[config.mk]
export PLATFORM = sky130hd
export DESIGN_NAME = berh_top
export DESIGN_NICKNAME = d
export VERILOG_FILES = /design/src/hdl/berh_pkg.sv /design/src/hdl/berh_err_queue.sv /design/src/hdl/berh_top.sv
export VERILOG_INCLUDE_DIRS = /design/src /design/src/hdl
export SDC_FILE = /design/constraint.sdc
export NUM_CORES = 1
export LEC_CHECK = 0
export BUFFER_PORTS_ARGS = -buffer_cell sky130_fd_sc_hd__buf_2
export CAP_MARGIN = 40
export CORE_UTILIZATION = 39
export DETAILED_ROUTE_END_ITERATION = 12
export GPL_ROUTABILITY_DRIVEN = 0
export GPL_TIMING_DRIVEN = 0
export PLACE_DENSITY = 0.68
export SLEW_MARGIN = 20
export SYNTH_ARGS = -nofsm -noshare
export SYNTH_HDL_FRONTEND = slang
export SYNTH_SLANG_ARGS = --single-unit
[constraint.sdc]
create_clock -name clk -period 3.34 [get_ports clk]
set_clock_uncertainty 0.15 [all_clocks]
set_input_delay 0.334 -clock clk [delete_from_list [all_inputs] [get_ports clk]]
set_output_delay 0.334 -clock clk [all_outputs]
set_load 0.03 [all_outputs]
[src/hdl/berh_cfg.svh]
// register offsets, field positions, reset values and codes of the handler
`ifndef BERH_CFG_SVH
`define BERH_CFG_SVH
`define BERH_OFS_DSP_CODE 6'h00
`define BERH_OFS_DSP_PEND 6'h04
`define BERH_OFS_ABORT_CTL 6'h08
`define BERH_OFS_DATA_FAULT_ADDRESS_REG 6'h0C
`define BERH_OFS_TC_BUS_ERROR_CAPTURE_REG 6'h10
`define BERH_OFS_TC_DETAIL 6'h14
`define BERH_OFS_TC_IEN 6'h18
`define BERH_OFS_RIO_STAT 6'h1C
`define BERH_OFS_RIO_CAPT0 6'h20
`define BERH_OFS_RIO_CAPT1 6'h24
`define BERH_OFS_RIO_ROUTE 6'h28
`define BERH_OFS_TELECOM_SERIAL_PORT_SEL 6'h2C
`define BERH_OFS_TELECOM_SERIAL_PORT_HEAD 6'h30
`define BERH_OFS_TELECOM_SERIAL_PORT_POP 6'h34
`define BERH_OFS_LINK_STAT 6'h38
`define BERH_BIT_MASTER_DMA_PORT_PEND 0
`define BERH_BIT_ECCW_PEND 1
`define BERH_BIT_ASYNC_MASK 0
`define BERH_BIT_TC_VALID 0
`define BERH_BIT_LINK_ERR 0
`define BERH_RST_ASYNC_MASK 1'h1
`define BERH_DSP_ECC_CODE 3'h4
`define BERH_ECC_RESP_STATUS 3'h1
`define BERH_OK_STATUS 3'h0
`endif

[src/hdl/berh_pkg.sv]
// types shared by the bus error response handler
package berh_pkg;
   typedef enum logic [3:0] {
      BERH_M_DSP,
      BERH_M_APP,
      BERH_M_PCIE,
      BERH_M_DMA_TC,
      BERH_M_PKT_DMA,
      BERH_M_TELECOM_SERIAL_PORT,
      BERH_M_RIO,
      BERH_M_LINK,
      BERH_M_ETH10G
   } berh_master_t;
endpackage

[src/hdl/berh_err_queue.sv]
// per-channel error code queue of the telecom serial port
`timescale 1ns/1ps
module berh_err_queue #(
   parameter int W = 3,
   parameter int DEPTH = 4
) (
   input wire logic clk,
   input wire logic rst_n,
   input wire logic push,
   input wire logic [W-1:0] push_data,
   input wire logic pop,
   output logic [W-1:0] head,
   output logic not_empty,
   output logic full
);
   localparam int AW = $clog2(DEPTH);
   logic [W-1:0] mem_reg [DEPTH];
   logic [W-1:0] mem_next [DEPTH];
   logic [AW-1:0] rd_reg, rd_next, wr_reg, wr_next;
   logic [AW:0] cnt_reg, cnt_next;
   logic do_push, do_pop;

   always_comb
   begin
      do_push = push && (cnt_reg != DEPTH[AW:0]);
      do_pop = pop && (cnt_reg != '0);
      mem_next = mem_reg;
      rd_next = rd_reg;
      wr_next = wr_reg;
      cnt_next = cnt_reg;
      if (do_push)
      begin
         mem_next[wr_reg] = push_data;
         wr_next = (wr_reg == AW'(DEPTH - 1)) ? '0 : wr_reg + 1'b1;
      end
      if (do_pop)
         rd_next = (rd_reg == AW'(DEPTH - 1)) ? '0 : rd_reg + 1'b1;
      if (do_push && !do_pop)
         cnt_next = cnt_reg + 1'b1;
      else if (do_pop && !do_push)
         cnt_next = cnt_reg - 1'b1;
   end

   always_ff @(posedge clk or negedge rst_n)
   begin
      if (!rst_n)
      begin
         for (int i = 0; i < DEPTH; i++)
            mem_reg[i] <= '0;
         rd_reg <= '0;
         wr_reg <= '0;
         cnt_reg <= '0;
      end
      else
      begin
         mem_reg <= mem_next;
         rd_reg <= rd_next;
         wr_reg <= wr_next;
         cnt_reg <= cnt_next;
      end
   end

   assign head = mem_reg[rd_reg];
   assign not_empty = (cnt_reg != '0);
   assign full = (cnt_reg == DEPTH[AW:0]);
endmodule

[src/hdl/berh_top.sv]
// bus error response handling for all interconnect masters except BERH_M_ETH10G
`timescale 1ns/1ps
`include "berh_cfg.svh"
module berh_top
   import berh_pkg::*;
#(
   parameter int NCH = 4,
   parameter int NCORE = 4,
   parameter int QDEPTH = 4
) (
   input wire logic clk,
   input wire logic rst_n,
   input wire logic [5:0] avs_address,
   input wire logic avs_read,
   input wire logic avs_write,
   input wire logic [31:0] avs_writedata,
   output logic [31:0] avs_readdata,
   output logic avs_waitrequest,
   input wire logic mc_valid,
   input wire logic mc_write,
   input wire logic mc_ecc_err,
   input wire berh_master_t mc_master,
   input wire logic [31:0] mc_addr,
   input wire logic mc_sync,
   input wire logic mc_posted,
   input wire logic [3:0] mc_privid,
   input wire logic [7:0] mc_mstid,
   input wire logic [1:0] mc_chan,
   output logic resp_valid,
   output logic resp_write,
   output berh_master_t resp_master,
   output logic [2:0] resp_status,
   output logic master_dma_port_err_int,
   output logic app_ext_abort,
   output logic pcie_cpl_abort,
   output logic dma_err_int,
   output logic dma_xfer_done,
   output logic [NCH-1:0] channel_error_event,
   output logic [NCORE-1:0] rio_core_int,
   input wire logic link_active,
   input wire logic remote_rvalid,
   input wire logic [2:0] remote_rstatus,
   output logic local_rvalid,
   output logic [2:0] local_rstatus,
   output logic chip_link_error_int
);
   logic av_ack_reg, av_ack_next;
   logic [31:0] av_rdata_reg, av_rdata_next;
   logic resp_valid_reg, resp_valid_next, resp_write_reg, resp_write_next;
   berh_master_t resp_master_reg, resp_master_next;
   logic [2:0] resp_status_reg, resp_status_next;
   logic [2:0] dsp_code_reg, dsp_code_next;
   logic master_dma_port_pend_reg, master_dma_port_pend_next, eccw_pend_reg, eccw_pend_next;
   logic abort_mask_reg, abort_mask_next, abort_reg, abort_next;
   logic [31:0] data_fault_address_reg, data_fault_address_reg_next;
   logic cpl_abort_reg, cpl_abort_next;
   logic tc_valid_reg, tc_valid_next, tc_ien_reg, tc_ien_next;
   logic tc_done_reg, tc_done_next;
   logic [2:0] tc_code_reg, tc_code_next;
   logic [31:0] error_detail_reg, tc_detail_next;
   logic [15:0] address_map_int_status_reg, rio_stat_next;
   logic [31:0] address_map_err_capture_0, capt0_next;
   logic [11:0] address_map_err_capture_1, capt1_next;
   logic [31:0] interrupt_condition_routing_reg, route_next;
   logic [NCORE-1:0] rio_int_next;
   logic [1:0] telecom_serial_port_sel_reg, telecom_serial_port_sel_next;
   logic [NCH-1:0] telecom_serial_port_evt_reg, telecom_serial_port_evt_next;
   logic link_rvalid_reg, link_rvalid_next;
   logic [2:0] link_rstatus_reg, link_rstatus_next;
   logic link_err_reg, link_err_next;
   logic err, wr_en;
   logic [NCH-1:0] q_push, q_pop, q_ne, q_full;
   logic [2:0] q_head [NCH];

   assign err = mc_valid && mc_ecc_err && (mc_master != BERH_M_ETH10G);
   assign wr_en = avs_write && av_ack_reg;

   // telecom serial port per-channel error queues
   genvar g;
   generate
      for (g = 0; g < NCH; g++)
      begin : g_q
         assign q_push[g] = err && (mc_master == BERH_M_TELECOM_SERIAL_PORT)
            && (mc_chan == 2'(g));
         assign q_pop[g] = wr_en && (avs_address == `BERH_OFS_TELECOM_SERIAL_PORT_POP)
            && (telecom_serial_port_sel_reg == 2'(g));
         berh_err_queue #(
            .W(3),
            .DEPTH(QDEPTH)
         ) u_q (
            .clk(clk),
            .rst_n(rst_n),
            .push(q_push[g]),
            .push_data(`BERH_ECC_RESP_STATUS),
            .pop(q_pop[g]),
            .head(q_head[g]),
            .not_empty(q_ne[g]),
            .full(q_full[g])
         );
      end
   endgenerate

   // response path and per-master reactions
   always_comb
   begin
      resp_valid_next = mc_valid;
      resp_write_next = mc_write;
      resp_master_next = mc_master;
      resp_status_next = `BERH_OK_STATUS;
      if (err)
         resp_status_next = `BERH_ECC_RESP_STATUS;
      dsp_code_next = dsp_code_reg;
      master_dma_port_pend_next = master_dma_port_pend_reg;
      eccw_pend_next = eccw_pend_reg;
      if (wr_en && avs_address == `BERH_OFS_DSP_PEND)
      begin
         master_dma_port_pend_next = master_dma_port_pend_reg
            && !avs_writedata[`BERH_BIT_MASTER_DMA_PORT_PEND];
         eccw_pend_next = eccw_pend_reg
            && !avs_writedata[`BERH_BIT_ECCW_PEND];
      end
      if (err && mc_master == BERH_M_DSP && !master_dma_port_pend_reg && !eccw_pend_reg)
      begin
         dsp_code_next = `BERH_DSP_ECC_CODE;
         master_dma_port_pend_next = 1'b1;
      end
      if (err && mc_write && !eccw_pend_reg && !master_dma_port_pend_reg)
         eccw_pend_next = 1'b1;
      abort_mask_next = abort_mask_reg;
      if (wr_en && avs_address == `BERH_OFS_ABORT_CTL)
         abort_mask_next = avs_writedata[`BERH_BIT_ASYNC_MASK];
      abort_next = err && mc_master == BERH_M_APP && !abort_mask_reg;
      data_fault_address_reg_next = data_fault_address_reg;
      if (err && mc_master == BERH_M_APP && mc_sync)
         data_fault_address_reg_next = mc_addr;
      // no log or interrupt kept for PCIe except eccw_pend_reg, set by a write error while neither pending flag is set
      cpl_abort_next = err && mc_master == BERH_M_PCIE && !mc_write;
      tc_valid_next = tc_valid_reg;
      tc_code_next = tc_code_reg;
      tc_detail_next = error_detail_reg;
      tc_ien_next = tc_ien_reg;
      if (wr_en && avs_address == `BERH_OFS_TC_BUS_ERROR_CAPTURE_REG)
         tc_valid_next = tc_valid_reg && !avs_writedata[`BERH_BIT_TC_VALID];
      if (wr_en && avs_address == `BERH_OFS_TC_IEN)
         tc_ien_next = avs_writedata[0];
      if (err && mc_master == BERH_M_DMA_TC)
      begin
         tc_valid_next = 1'b1;
         tc_code_next = `BERH_ECC_RESP_STATUS;
         tc_detail_next = mc_addr;
      end
      tc_done_next = mc_valid && mc_master == BERH_M_DMA_TC;
      // packet DMA errors touch no state except eccw_pend_reg, which a write error sets while neither pending flag is set
      rio_stat_next = address_map_int_status_reg;
      capt0_next = address_map_err_capture_0;
      capt1_next = address_map_err_capture_1;
      route_next = interrupt_condition_routing_reg;
      if (wr_en && avs_address == `BERH_OFS_RIO_STAT)
         rio_stat_next = address_map_int_status_reg & ~avs_writedata[15:0];
      if (wr_en && avs_address == `BERH_OFS_RIO_ROUTE)
         route_next = avs_writedata;
      if (err && mc_master == BERH_M_RIO)
      begin
         rio_stat_next[mc_privid] = 1'b1;
         if (!mc_posted)
         begin
            capt0_next = mc_addr;
            capt1_next = {mc_privid, mc_mstid};
         end
      end
      telecom_serial_port_sel_next = telecom_serial_port_sel_reg;
      if (wr_en && avs_address == `BERH_OFS_TELECOM_SERIAL_PORT_SEL)
         telecom_serial_port_sel_next = avs_writedata[1:0];
      telecom_serial_port_evt_next = q_push & ~q_full;
      link_rvalid_next = link_active && remote_rvalid;
      link_rstatus_next = link_active ? remote_rstatus : `BERH_OK_STATUS;
      link_err_next = link_err_reg;
      if (wr_en && avs_address == `BERH_OFS_LINK_STAT)
         link_err_next = link_err_reg && !avs_writedata[`BERH_BIT_LINK_ERR];
      if ((link_active && remote_rvalid
         && remote_rstatus != `BERH_OK_STATUS)
         || (err && mc_master == BERH_M_LINK))
         link_err_next = 1'b1;
   end

   always_comb
   begin
      rio_int_next = '0;
      for (int b = 0; b < 16; b++)
         for (int c = 0; c < NCORE; c++)
            if (address_map_int_status_reg[b]
               && interrupt_condition_routing_reg[2*b +: 2] == 2'(c))
               rio_int_next[c] = 1'b1;
   end

   // register bus slave with one wait cycle
   always_comb
   begin
      av_ack_next = (avs_read || avs_write) && !av_ack_reg;
      av_rdata_next = av_rdata_reg;
      if (avs_read && !av_ack_reg)
      begin
         case (avs_address)
            `BERH_OFS_DSP_CODE: av_rdata_next = {29'h0, dsp_code_reg};
            `BERH_OFS_DSP_PEND:
               av_rdata_next = {30'h0, eccw_pend_reg, master_dma_port_pend_reg};
            `BERH_OFS_ABORT_CTL: av_rdata_next = {31'h0, abort_mask_reg};
            `BERH_OFS_DATA_FAULT_ADDRESS_REG: av_rdata_next = data_fault_address_reg;
            `BERH_OFS_TC_BUS_ERROR_CAPTURE_REG:
               av_rdata_next = {28'h0, tc_code_reg, tc_valid_reg};
            `BERH_OFS_TC_DETAIL: av_rdata_next = error_detail_reg;
            `BERH_OFS_TC_IEN: av_rdata_next = {31'h0, tc_ien_reg};
            `BERH_OFS_RIO_STAT:
               av_rdata_next = {16'h0, address_map_int_status_reg};
            `BERH_OFS_RIO_CAPT0: av_rdata_next = address_map_err_capture_0;
            `BERH_OFS_RIO_CAPT1:
               av_rdata_next = {20'h0, address_map_err_capture_1};
            `BERH_OFS_RIO_ROUTE:
               av_rdata_next = interrupt_condition_routing_reg;
            `BERH_OFS_TELECOM_SERIAL_PORT_SEL: av_rdata_next = {30'h0, telecom_serial_port_sel_reg};
            `BERH_OFS_TELECOM_SERIAL_PORT_HEAD:
               av_rdata_next = {28'h0, q_ne[telecom_serial_port_sel_reg],
                  q_head[telecom_serial_port_sel_reg]};
            `BERH_OFS_LINK_STAT: av_rdata_next = {31'h0, link_err_reg};
            default: av_rdata_next = 32'h0;
         endcase
      end
   end

   always_ff @(posedge clk or negedge rst_n)
   begin
      if (!rst_n)
      begin
         av_ack_reg <= 1'b0;
         av_rdata_reg <= 32'h0;
         resp_valid_reg <= 1'b0;
         resp_write_reg <= 1'b0;
         resp_master_reg <= BERH_M_DSP;
         resp_status_reg <= `BERH_OK_STATUS;
         dsp_code_reg <= 3'h0;
         master_dma_port_pend_reg <= 1'b0;
         eccw_pend_reg <= 1'b0;
         abort_mask_reg <= `BERH_RST_ASYNC_MASK;
         abort_reg <= 1'b0;
         data_fault_address_reg <= 32'h0;
         cpl_abort_reg <= 1'b0;
         tc_valid_reg <= 1'b0;
         tc_code_reg <= 3'h0;
         error_detail_reg <= 32'h0;
         tc_ien_reg <= 1'b0;
         tc_done_reg <= 1'b0;
         address_map_int_status_reg <= 16'h0;
         address_map_err_capture_0 <= 32'h0;
         address_map_err_capture_1 <= 12'h0;
         interrupt_condition_routing_reg <= 32'h0;
         rio_core_int <= '0;
         telecom_serial_port_sel_reg <= 2'h0;
         telecom_serial_port_evt_reg <= '0;
         link_rvalid_reg <= 1'b0;
         link_rstatus_reg <= `BERH_OK_STATUS;
         link_err_reg <= 1'b0;
      end
      else
      begin
         av_ack_reg <= av_ack_next;
         av_rdata_reg <= av_rdata_next;
         resp_valid_reg <= resp_valid_next;
         resp_write_reg <= resp_write_next;
         resp_master_reg <= resp_master_next;
         resp_status_reg <= resp_status_next;
         dsp_code_reg <= dsp_code_next;
         master_dma_port_pend_reg <= master_dma_port_pend_next;
         eccw_pend_reg <= eccw_pend_next;
         abort_mask_reg <= abort_mask_next;
         abort_reg <= abort_next;
         data_fault_address_reg <= data_fault_address_reg_next;
         cpl_abort_reg <= cpl_abort_next;
         tc_valid_reg <= tc_valid_next;
         tc_code_reg <= tc_code_next;
         error_detail_reg <= tc_detail_next;
         tc_ien_reg <= tc_ien_next;
         tc_done_reg <= tc_done_next;
         address_map_int_status_reg <= rio_stat_next;
         address_map_err_capture_0 <= capt0_next;
         address_map_err_capture_1 <= capt1_next;
         interrupt_condition_routing_reg <= route_next;
         rio_core_int <= rio_int_next;
         telecom_serial_port_sel_reg <= telecom_serial_port_sel_next;
         telecom_serial_port_evt_reg <= telecom_serial_port_evt_next;
         link_rvalid_reg <= link_rvalid_next;
         link_rstatus_reg <= link_rstatus_next;
         link_err_reg <= link_err_next;
      end
   end

   assign avs_waitrequest = (avs_read || avs_write) && !av_ack_reg;
   assign avs_readdata = av_rdata_reg;
   assign resp_valid = resp_valid_reg;
   assign resp_write = resp_write_reg;
   assign resp_master = resp_master_reg;
   assign resp_status = resp_status_reg;
   assign master_dma_port_err_int = master_dma_port_pend_reg;
   assign app_ext_abort = abort_reg;
   assign pcie_cpl_abort = cpl_abort_reg;
   assign dma_err_int = tc_valid_reg && tc_ien_reg;
   assign dma_xfer_done = tc_done_reg;
   assign channel_error_event = telecom_serial_port_evt_reg;
   assign local_rvalid = link_rvalid_reg;
   assign local_rstatus = link_rstatus_reg;
   assign chip_link_error_int = link_err_reg;
endmodule

# Word level (Yosys, flattened, before mapping)
# Index checks and enable logic that the tools add are counted.
word_totals:
  regBits: 297
  latch_bits: 0
  mem_bits_rw: 0
  mem_bits_ro: 0
  in_bits: 102
  output_inout_bits: 60
  elab_cells: 507
  memories: 0
op_classes:
  add_sub_neg: 16
  n_mul: 0
  n_div: 0
  magnitude_cmp: 16
  n_eq_ne: 91
  shifts: 0
  muxes: 120
  bitwise: 27
  n_reduce_logical: 181
op_table:
  columns: ["op", "n"]
  rows:
  - ["$pmux 32 s14", 1]
  - ["$logic_and 1x1->1", 130]
  - ["$eq 2x2->1 const B", 44]
  - ["$mux 1", 75]
  - ["$mux 3", 23]
  - ["$eq 6x6->1 const B", 7]
  - ["$eq 2x1->1 const B", 18]
  - ["$logic_not 2->1", 18]
  - ["$and 8x8->8", 4]
  - ["$mux 16", 2]
  - ["$not 8->8", 4]
  - ["$bmux 3 s2", 5]
  - ["$ge 3x3->1 const B", 9]
  - ["$not 2->3", 9]
  - ["$demux 3 s2", 4]
  - ["$eq 6x5->1 const B", 4]
  - ["$add 2x1->2 const B", 8]
  - ["$and 16x16->16", 1]
  - ["$mux 2", 8]
  - ["$not 16->16", 1]
  - ["$or 16x16->16", 1]
  - ["$or 4x4->4", 4]
  - ["$reduce_bool 2->1", 8]
  - ["$logic_not 1->1", 15]
  - ["other kinds (24)", 48]

# Logic depth before layout (Yosys ltp)
# Gate-level depths: netlist of run 1.
logic_depth:
  word_depth: 18
  mapped_depth: 11
  ltp_nobuf: 9

# By module
# Synthesis of run 1 repeated with hierarchy kept, for this count alone.
hier_totals:
  cells_unflattened: 1095
  hier_area_um2: 13784.5
by_module_without_submodules:
  columns: ["module", "instances", "cells_each", "area_each_um2", "seq_area_each_um2"]
  rows:
  - ["berh_top", 1, 827, 10010.9, 5531.6]
  - ["berh_err_queue", 4, 67, 943.4, 475.5]

# Worst setup path before layout of run 1
# Ideal clock, no wire load.
synth_path:
  path_kind: "input-to-reg"
  from: "input mc_master[3]"
  to: "register g_q[2].u_q.cnt_reg[2]"
  setup_time_ps: 79
  t_arrival_ps: 2415
  required_time_ps: 3111
  slack_ps: 696
  stages: 11
  n_path_buf: 2
  path_cell_list: "nand4b_1 -> nor2_1 -> and3_1 -> clkbuf_1 -> clkbuf_1 -> ha_1 -> inv_1 -> fa_1 -> xor2_1 -> nor2_1 -> xor2_1"
synth_via:
  elab_chain_cells: 8
  word_cells_on_any_way: 11
  classes_between: "2 x eq/ne; 1 x mux; 8 x reduce/logical"
synth_lines:
  columns: ["item", "line", "rtl"]
  rows:
  - ["start, declared", "berh_top.sv:22", "input wire berh_master_t mc_master,"]
  - ["$ne 4x4->1", "berh_top.sv:75", "assign err = mc_valid && mc_ecc_err && (mc_master != BERH_M_ETH10G);"]
  - ["$logic_and 1x1->1", "berh_top.sv:75", null]
  - ["$logic_and 1x1->1 *", "berh_top.sv:83", "assign q_push[g] = err && (mc_master == BERH_M_TELECOM_SERIAL_PORT)"]
  - ["$logic_and 1x1->1 *", "berh_top.sv:84", "&& (mc_chan == 2'(g));"]
  - ["$logic_and 1x1->1 *", "berh_err_queue.sv:25", "do_push = push && (cnt_reg != DEPTH[AW:0]);"]
  - ["via g_q[2].u_q.do_push", "berh_err_queue.sv:21", "logic do_push, do_pop;"]
  - ["$logic_not 1->1", "berh_err_queue.sv:40", "else if (do_pop && !do_push)"]
  - ["$logic_and 1x1->1", "berh_err_queue.sv:40", null]
  - ["$reduce_bool 2->1 (no line)", null, null]
  - ["end signal, assigned", "berh_err_queue.sv:59", "cnt_reg <= cnt_next;"]
  - ["end, declared", "berh_err_queue.sv:20", "logic [AW:0] cnt_reg, cnt_next;"]
# Mark *: on every way through the listed nets, which the timed path passes. The rest lies on a longest branch.
# A chain may end at the register's enable or synchronous reset.

# Worst setup path after layout of run 1
layout_path:
  from: "input mc_master[0]"
  to: "register g_q[2].u_q.cnt_reg[2]"
# The elaborated chain is that of the path after synthesis.

==> flow_metrics.env, run 1 <==
export IMPL_antenna_found_initial=6
export IMPL_yosys_warnings=0
export IMPL_ys_ff_latch=297
export IMPL_globalRoute_totalOverflow=0
export IMPL_final_util_pct=50.1
export IMPL_r2r_slack_ps=610
export IMPL_clock_latency_ps=560
export IMPL_routedWlPerCell_um=20.9
export IMPL_via_per_inst=5.50
export IMPL_dieHeight_um=187
export IMPL_final_max_slew_viol_count=0
export IMPL_cts_sinks=297
export IMPL_drive_above_1_share_pct=26.2
export IMPL_fin_crit_sh_pct=92.9
export IMPL_critPathMaxFanout=11
export IMPL_max_freq_mhz=322
export IMPL_pin_count=162
export IMPL_drt_pass1_iterations=6
export IMPL_rsz0062_at_grt="no"
export IMPL_reg2reg_depth=11
export IMPL_critPathKind="input port to flip-flop"
export IMPL_layout_commonest_cell="dfrtp_1"
export IMPL_drc=0
export IMPL_setup_viol=0
export IMPL_clk_pin_slew_ps=60
export IMPL_core_area_um2=33600
export IMPL_hold_violations=0
export IMPL_cp_end_kind="flip-flop"
export IMPL_fin_area_um2=16800
export IMPL_ys_seq_area_share_pct=55.7
export IMPL_postSynth_asyncResetShare_pct=100
export IMPL_min_period_ps=3100
export IMPL_final_cell_mix="dfrtp_1 (296), buf_2 (177), dlygate4sd3_1 (100)"
export IMPL_dieWidth_um=187
export IMPL_worst_slew_pin_slew_ps=758
export IMPL_rows=67
export IMPL_p_leak_nw=8.21
export IMPL_dpl_hpwl_um=27200
export IMPL_syn_to_final_growth_pct=26.1
export IMPL_cp_start_kind="input port"
export IMPL_required_ps=3660
export IMPL_status="completed"
export IMPL_postRouteAntennaNets=0
export IMPL_grt_pass1_vias=10400
export IMPL_clockBufferDepth=3
export IMPL_synth_edf_count=0
export IMPL_track_usage_pct=22.1
export IMPL_cap_viol_max_count=0
export IMPL_wl_um=38300
export IMPL_ctsHtreeMaxLevel=1
export IMPL_final_cells=1829
export IMPL_cts_tree="done"
export IMPL_postPlaceCellArea_um2=14800
export IMPL_arrival_ps=3420
export IMPL_dp_cells=1669
export IMPL_grt_pass1_wl_um=60000
export IMPL_num_vias=10100
export IMPL_hp_start="mc_master[1]"
export IMPL_r2r_end="g_q[2].u_q.cnt_reg[2]"
export IMPL_numPortBuffers=154
export IMPL_synth_flop_cell="dfrtp_1"
export IMPL_syn_cell_area_um2=13300
export IMPL_largest_reg_flops=48
export IMPL_post_place_ws_ps=-127
export IMPL_hold_path_end="chip_link_error_int"
export IMPL_ir_worst_vdd_v=0.000340
export IMPL_cts_made_buffers=31
export IMPL_grt_max_degree=85
export IMPL_holdPathStages=3
export IMPL_die_area_um2=35000
export IMPL_start_util_pct=39.7
export IMPL_rr_startpoint="g_q[2].u_q.cnt_reg[0]"
export IMPL_drtIter0Drc=763
export IMPL_syn_area_per_cell_um2=12.6
export IMPL_num_nets_final=1484
export IMPL_yosysUniqueCellTypes=68
export IMPL_setup_ws_ps=238
export IMPL_relSlewSlack_pct=49.5
export IMPL_post_cts_buffers=0
export IMPL_p_per_area_nw_per_um2=514
export IMPL_netlist_instances=1063
export IMPL_hp_class="input port to flip-flop"
export IMPL_ctsRootBufferMaster="clkbuf_16"
export IMPL_whs_ps=23.9
==> worst max-delay path by stage <==
stage	from	to	slack (ps)	cells past startpoint
final	mc_master[0]	g_q[2].u_q.cnt_reg[2]	240	13
after CTS	mc_master[0]	g_q[2].u_q.cnt_reg[2]	70	13
after global placement	rst_n	g_q[1].u_q.wr_reg[1]	-3760	1
after floorplan	mc_master[3]	g_q[2].u_q.cnt_reg[2]	700	11
after detailed placement	mc_master[3]	g_q[2].u_q.cnt_reg[2]	-130	12
after global routing	mc_master[0]	g_q[2].u_q.cnt_reg[2]	30	13
==> kinds of logic after synthesis <==
logic type                 share of synthesized area [%]
adders and majority gates                           2.85
other                                             0.0281
and+or+nand+nor                                     10.5
DFF                                                 55.7
AOI/OAI and AO/OA                                   12.0
muxes                                               15.4
xor gates and xnor gates                           0.787
buffers and inverters                               2.71
==> stage by stage <==
stage | power [mW] | TNS (ps)
after detailed placement | 5.08 | -282
after CTS | 8.70 | 0
after global placement | 5.02 | -1108020
final | 8.65 | 0
after floorplan | 4.66 | 0
after global routing | 8.99 | 0
==> final cells by class <==
| class | count | area, µm² |
|---|---|---|
| fill | 2934 | 16800 |
| sequential | 297 | 7430 |
| multi-input combinational | 692 | 5560 |
| timing repair buffer | 257 | 1860 |
| clock buffer | 45 | 908 |
| tap | 448 | 561 |
| buffer | 54 | 285 |
| clock inverter | 12 | 141 |
| inverter | 21 | 78.8 |
| antenna | 3 | 7.51 |
==> where the power goes <==
| part | internal (mW) | leakage, nW | switching (mW) |
|---|---|---|---|
| registers | 3.93 | 3.96 | 0.285 |
| clock network | 2.11 | 0.521 | 1.43 |
| logic | 0.451 | 3.73 | 0.454 |
==> metal layers <==
metal | global-route usage, % | share of wire (%)
met1 | 27.7 | 40
met2 | 37.1 | 49
met3 | 5.07 | 6.9
met4 | 8.32 | 3.8
met5 | 0 | 0.11
==> worst max-delay path, stage by stage <==
cell and delay (ps):
dlygate4sd3_1 520, buf_2 130, nand2b_1 110, nor2_1 380
and3_1 230, clkbuf_1 240, clkbuf_2 300, ha_1 230
inv_1 70, fa_1 430, xor2_1 150, nor2_1 120
xor2_1 170
==> cell usage after synthesis, types with 3 or more instances <==
cell type	number	share of area [%]
o211ai_1	4	0.22
nand2b_1	17	0.80
nor2_1	30	0.84
o21ai_1	3	0.11
nand3_1	32	1.2
a221oi_1	3	0.20
a222oi_1	6	0.45
a22o_1	20	1.3
nand3b_1	7	0.39
and3_1	5	0.23
clkbuf_1	18	0.51
mux2i_1	3	0.22
a32o_1	5	0.37
buf_2	24	0.90
xnor2_1	4	0.26
nor3_1	15	0.56
a22oi_1	62	3.5
buf_6	5	0.42
nor3b_1	13	0.73
o31ai_1	3	0.17
a21o_1	31	1.7
o2bb2ai_1	3	0.20
ha_1	24	2.2
inv_1	21	0.59
buf_4	3	0.17
o22ai_1	11	0.52
nor2b_1	7	0.33
o21ai_0	8	0.30
nor4_1	5	0.23
o32ai_1	3	0.20
nand2_1	77	2.2
xor2_1	8	0.52
nor3_2	3	0.22
a31oi_1	7	0.33
nand4_1	9	0.42
dfrtp_1	296	55
fa_1	4	0.60
buf_1	3	0.084
mux4_2	13	2.2
mux2_2	94	7.9
a21boi_0	16	0.90
mux2_1	60	5.1
a21oi_1	27	1.0
and2_1	25	1.2
==> repair_timing <==
action / CTS / global route
endpoints found under the hold margin: 235 / 0
hold buffers: 100 / 0
resized for setup: 0 / 4
setup endpoints to repair: 0 / 2
(Power assumes the default switching activity.)
==> run 2: changes to the inputs <==
Settings changed: REMOVE_ABC_BUFFERS from default to 1.
==> flow_metrics.env, run 2 (synthesis gave the netlist of run 1 again) <==
export IMPL_dieWidth_um=187
export IMPL_crit_buf_inv=3
export IMPL_die_area_um2=35000
export IMPL_arrival_ps=3340
export IMPL_cp_slowest_cell="dlygate4sd3_1"
export IMPL_wl_met1_um=15000
export IMPL_postPlaceCellArea_um2=14900
export IMPL_clockBufferDepth=3
export IMPL_comb_power_share_pct=10.2
export IMPL_critPathKind="input port to flip-flop"
export IMPL_p_switching_mw=2.16
export IMPL_syn_to_final_growth_pct=26.6
export IMPL_power_internal_mw=6.55
export IMPL_antenna_found_initial=3
export IMPL_rsz0062_at_grt="no"
export IMPL_drive_above_1_share_pct=26.2
export IMPL_n_fill_cell=2901
export IMPL_ctsRootBufferMaster="clkbuf_16"
export IMPL_cp_end_kind="flip-flop"
export IMPL_grt_pass1_wl_um=57300
export IMPL_via_per_inst=5.50
export IMPL_num_nets_final=1447
export IMPL_critPathMaxFanout=10
export IMPL_cp_start_kind="input port"
export IMPL_globalRoute_totalOverflow=0
export IMPL_p_leak_nw=8.14
export IMPL_grt_max_degree=100
export IMPL_status="completed"
export IMPL_core_area_um2=33600
export IMPL_hp_start="avs_writedata[0]"
export IMPL_crit_chain="dlygate4sd3_1 -> buf_2 -> nand4b_1 -> nor2_1 -> and4_1 -> ha_1 -> inv_1 -> fa_1 -> xor2_1 -> nor2_1 -> xor2_1"
export IMPL_worst_path_largest_cell_delay_ps=530
export IMPL_largest_reg_flops=48
export IMPL_final_cell_mix="dfrtp_1 (296), buf_2 (158), mux2_2 (94)"
export IMPL_max_freq_mhz=327
export IMPL_rr_startpoint="av_ack_reg"
export IMPL_postRouteAntennaNets=0
export IMPL_worst_slew_pin_slew_ps=718
export IMPL_topRoutingLayerUsed="met5"
export IMPL_min_period_ps=3060
export IMPL_routed_wl_met2_um=17200
export IMPL_hold_violations=0
export IMPL_relSlewSlack_pct=51.9
export IMPL_num_vias=9832
export IMPL_rows=67
export IMPL_clock_latency_ps=510
export IMPL_start_util_pct=39.7
export IMPL_drt_pass1_iterations=5
export IMPL_p_per_area_nw_per_um2=516
export IMPL_cts_tree="done"
export IMPL_fin_area_um2=16900
export IMPL_track_usage_pct=20.7
export IMPL_route_met3_wl_um=1890
export IMPL_hp_class="input port to flip-flop"
export IMPL_wl_um=35400
export IMPL_pin_count=162
export IMPL_grt_pass1_vias=10300
export IMPL_power_total_mw=8.71
export IMPL_numPortBuffers=159
export IMPL_critical_path_top_delay_family="simple AND/OR/NAND/NOR gates"
export IMPL_cts_made_buffers=34
export IMPL_p_seq_share_pct=48.2
export IMPL_power_frac_clock_pct=41.6
export IMPL_ir_worst_vdd_v=0.000324
export IMPL_layout_commonest_cell="dfrtp_1"
export IMPL_drtIter0Drc=785
export IMPL_critPathLaunch="mc_master[3]"
export IMPL_ctsHtreeMaxLevel=2
export IMPL_routedWlPerCell_um=19.8
export IMPL_swShare_pct=24.8
export IMPL_dieHeight_um=187
export IMPL_cts_sinks=297
export IMPL_clk_pin_slew_ps=70
export IMPL_dpl_hpwl_um=24800
export IMPL_cap_viol_max_count=0
export IMPL_final_max_slew_viol_count=0
export IMPL_required_ps=3620
export IMPL_setup_viol=0
export IMPL_drc=0
export IMPL_fin_crit_sh_pct=91.6
run 2: cell types whose count changed in the layout (fill, tap and decap cells not counted), sizes merged:
cell         delta
dlygate4sd3     -7
clkbuf         -13
buf            -14
clkinv          -4
clkinvlp        -1
diode           -1
bufinv          -1
run 2: final timing paths:
path                                                       to  slack [ps]  cells after the start
min in group asynchronous                error_detail_reg[21]         150                      2
max in group asynchronous               g_q[1].u_q.mem_reg[2]        1300                      5
max                                     g_q[3].u_q.cnt_reg[2]         280                     11
min                        interrupt_condition_routing_reg[0]          20                      2
min reg2reg                             g_q[2].u_q.mem_reg[6]         300                      1
max reg2reg                             g_q[3].u_q.cnt_reg[1]         720                      7
run 2: per-layer routing:
layer	up-vias	GRT usage (%)
met1	4994	26.9
met2	328	34.2
met4	4	8.39
met5	-	0
li1	4420	-
met3	86	3.62
run 2: worst register-to-register path, stage by stage (launching register included):
cell and delay, ps:
dfrtp_1 460, nand2_1 210, nor3_2 380, nand4_1 260, ha_1 310, inv_1 70, fa_1 400, mux2_2 260
run 2: cell type report:
class	instances	area, µm²	share of cell area (%)
clock buffer	51	976	5.78
timing repair buffer	271	2150	12.7
inverter	21	78.8	0.466
clock inverter	6	95.1	0.563
multi-input combinational	692	5600	33.1
antenna	2	5.00	0.0296
sequential	297	7430	44.0
tap	448	561	3.32
run 2: what timing repair did:
item,4_1_cts,5_1_grt
hold buffers,93,0
setup endpoints to repair,0,3
setup buffers,0,1
resized for setup,0,2
endpoints found under the hold margin,281,0
run 2: metrics by stage:
| stage | util, % | setup TNS, ps | instances | setup slack (ps) | hold slack, ps |
|---|---|---|---|---|---|
| 5_1_grt | 50.3 | 0 | 1786 | 50.6 | 7.36 |
| 6_report | 50.3 | 0 | 1788 | 281 | 17.3 |
| 3_5_place_dp | 44.2 | 0 | 1634 | 199 | 77.3 |
| 3_3_place_gp | 42.9 | -1184480 | 1617 | -3710 | 286 |
| 4_1_cts | 50.2 | 0 | 1784 | 152 | 3.46 |
| 2_1_floorplan | - | 0 | 1010 | 453 | -112 |
run 2: power by group through the flow:
| stage | sequential, mW | combinational [mW] | clock [mW] |
|---|---|---|---|
| 6_report | 4.20 | 0.891 | 3.62 |
| 5_1_grt | 4.24 | 0.984 | 3.84 |
| 4_1_cts | 4.19 | 0.894 | 3.70 |
| 3_5_place_dp | 4.25 | 0.804 | 0 |
| 3_3_place_gp | 4.24 | 0.745 | 0 |
| 2_1_floorplan | 4.21 | 0.433 | 0 |
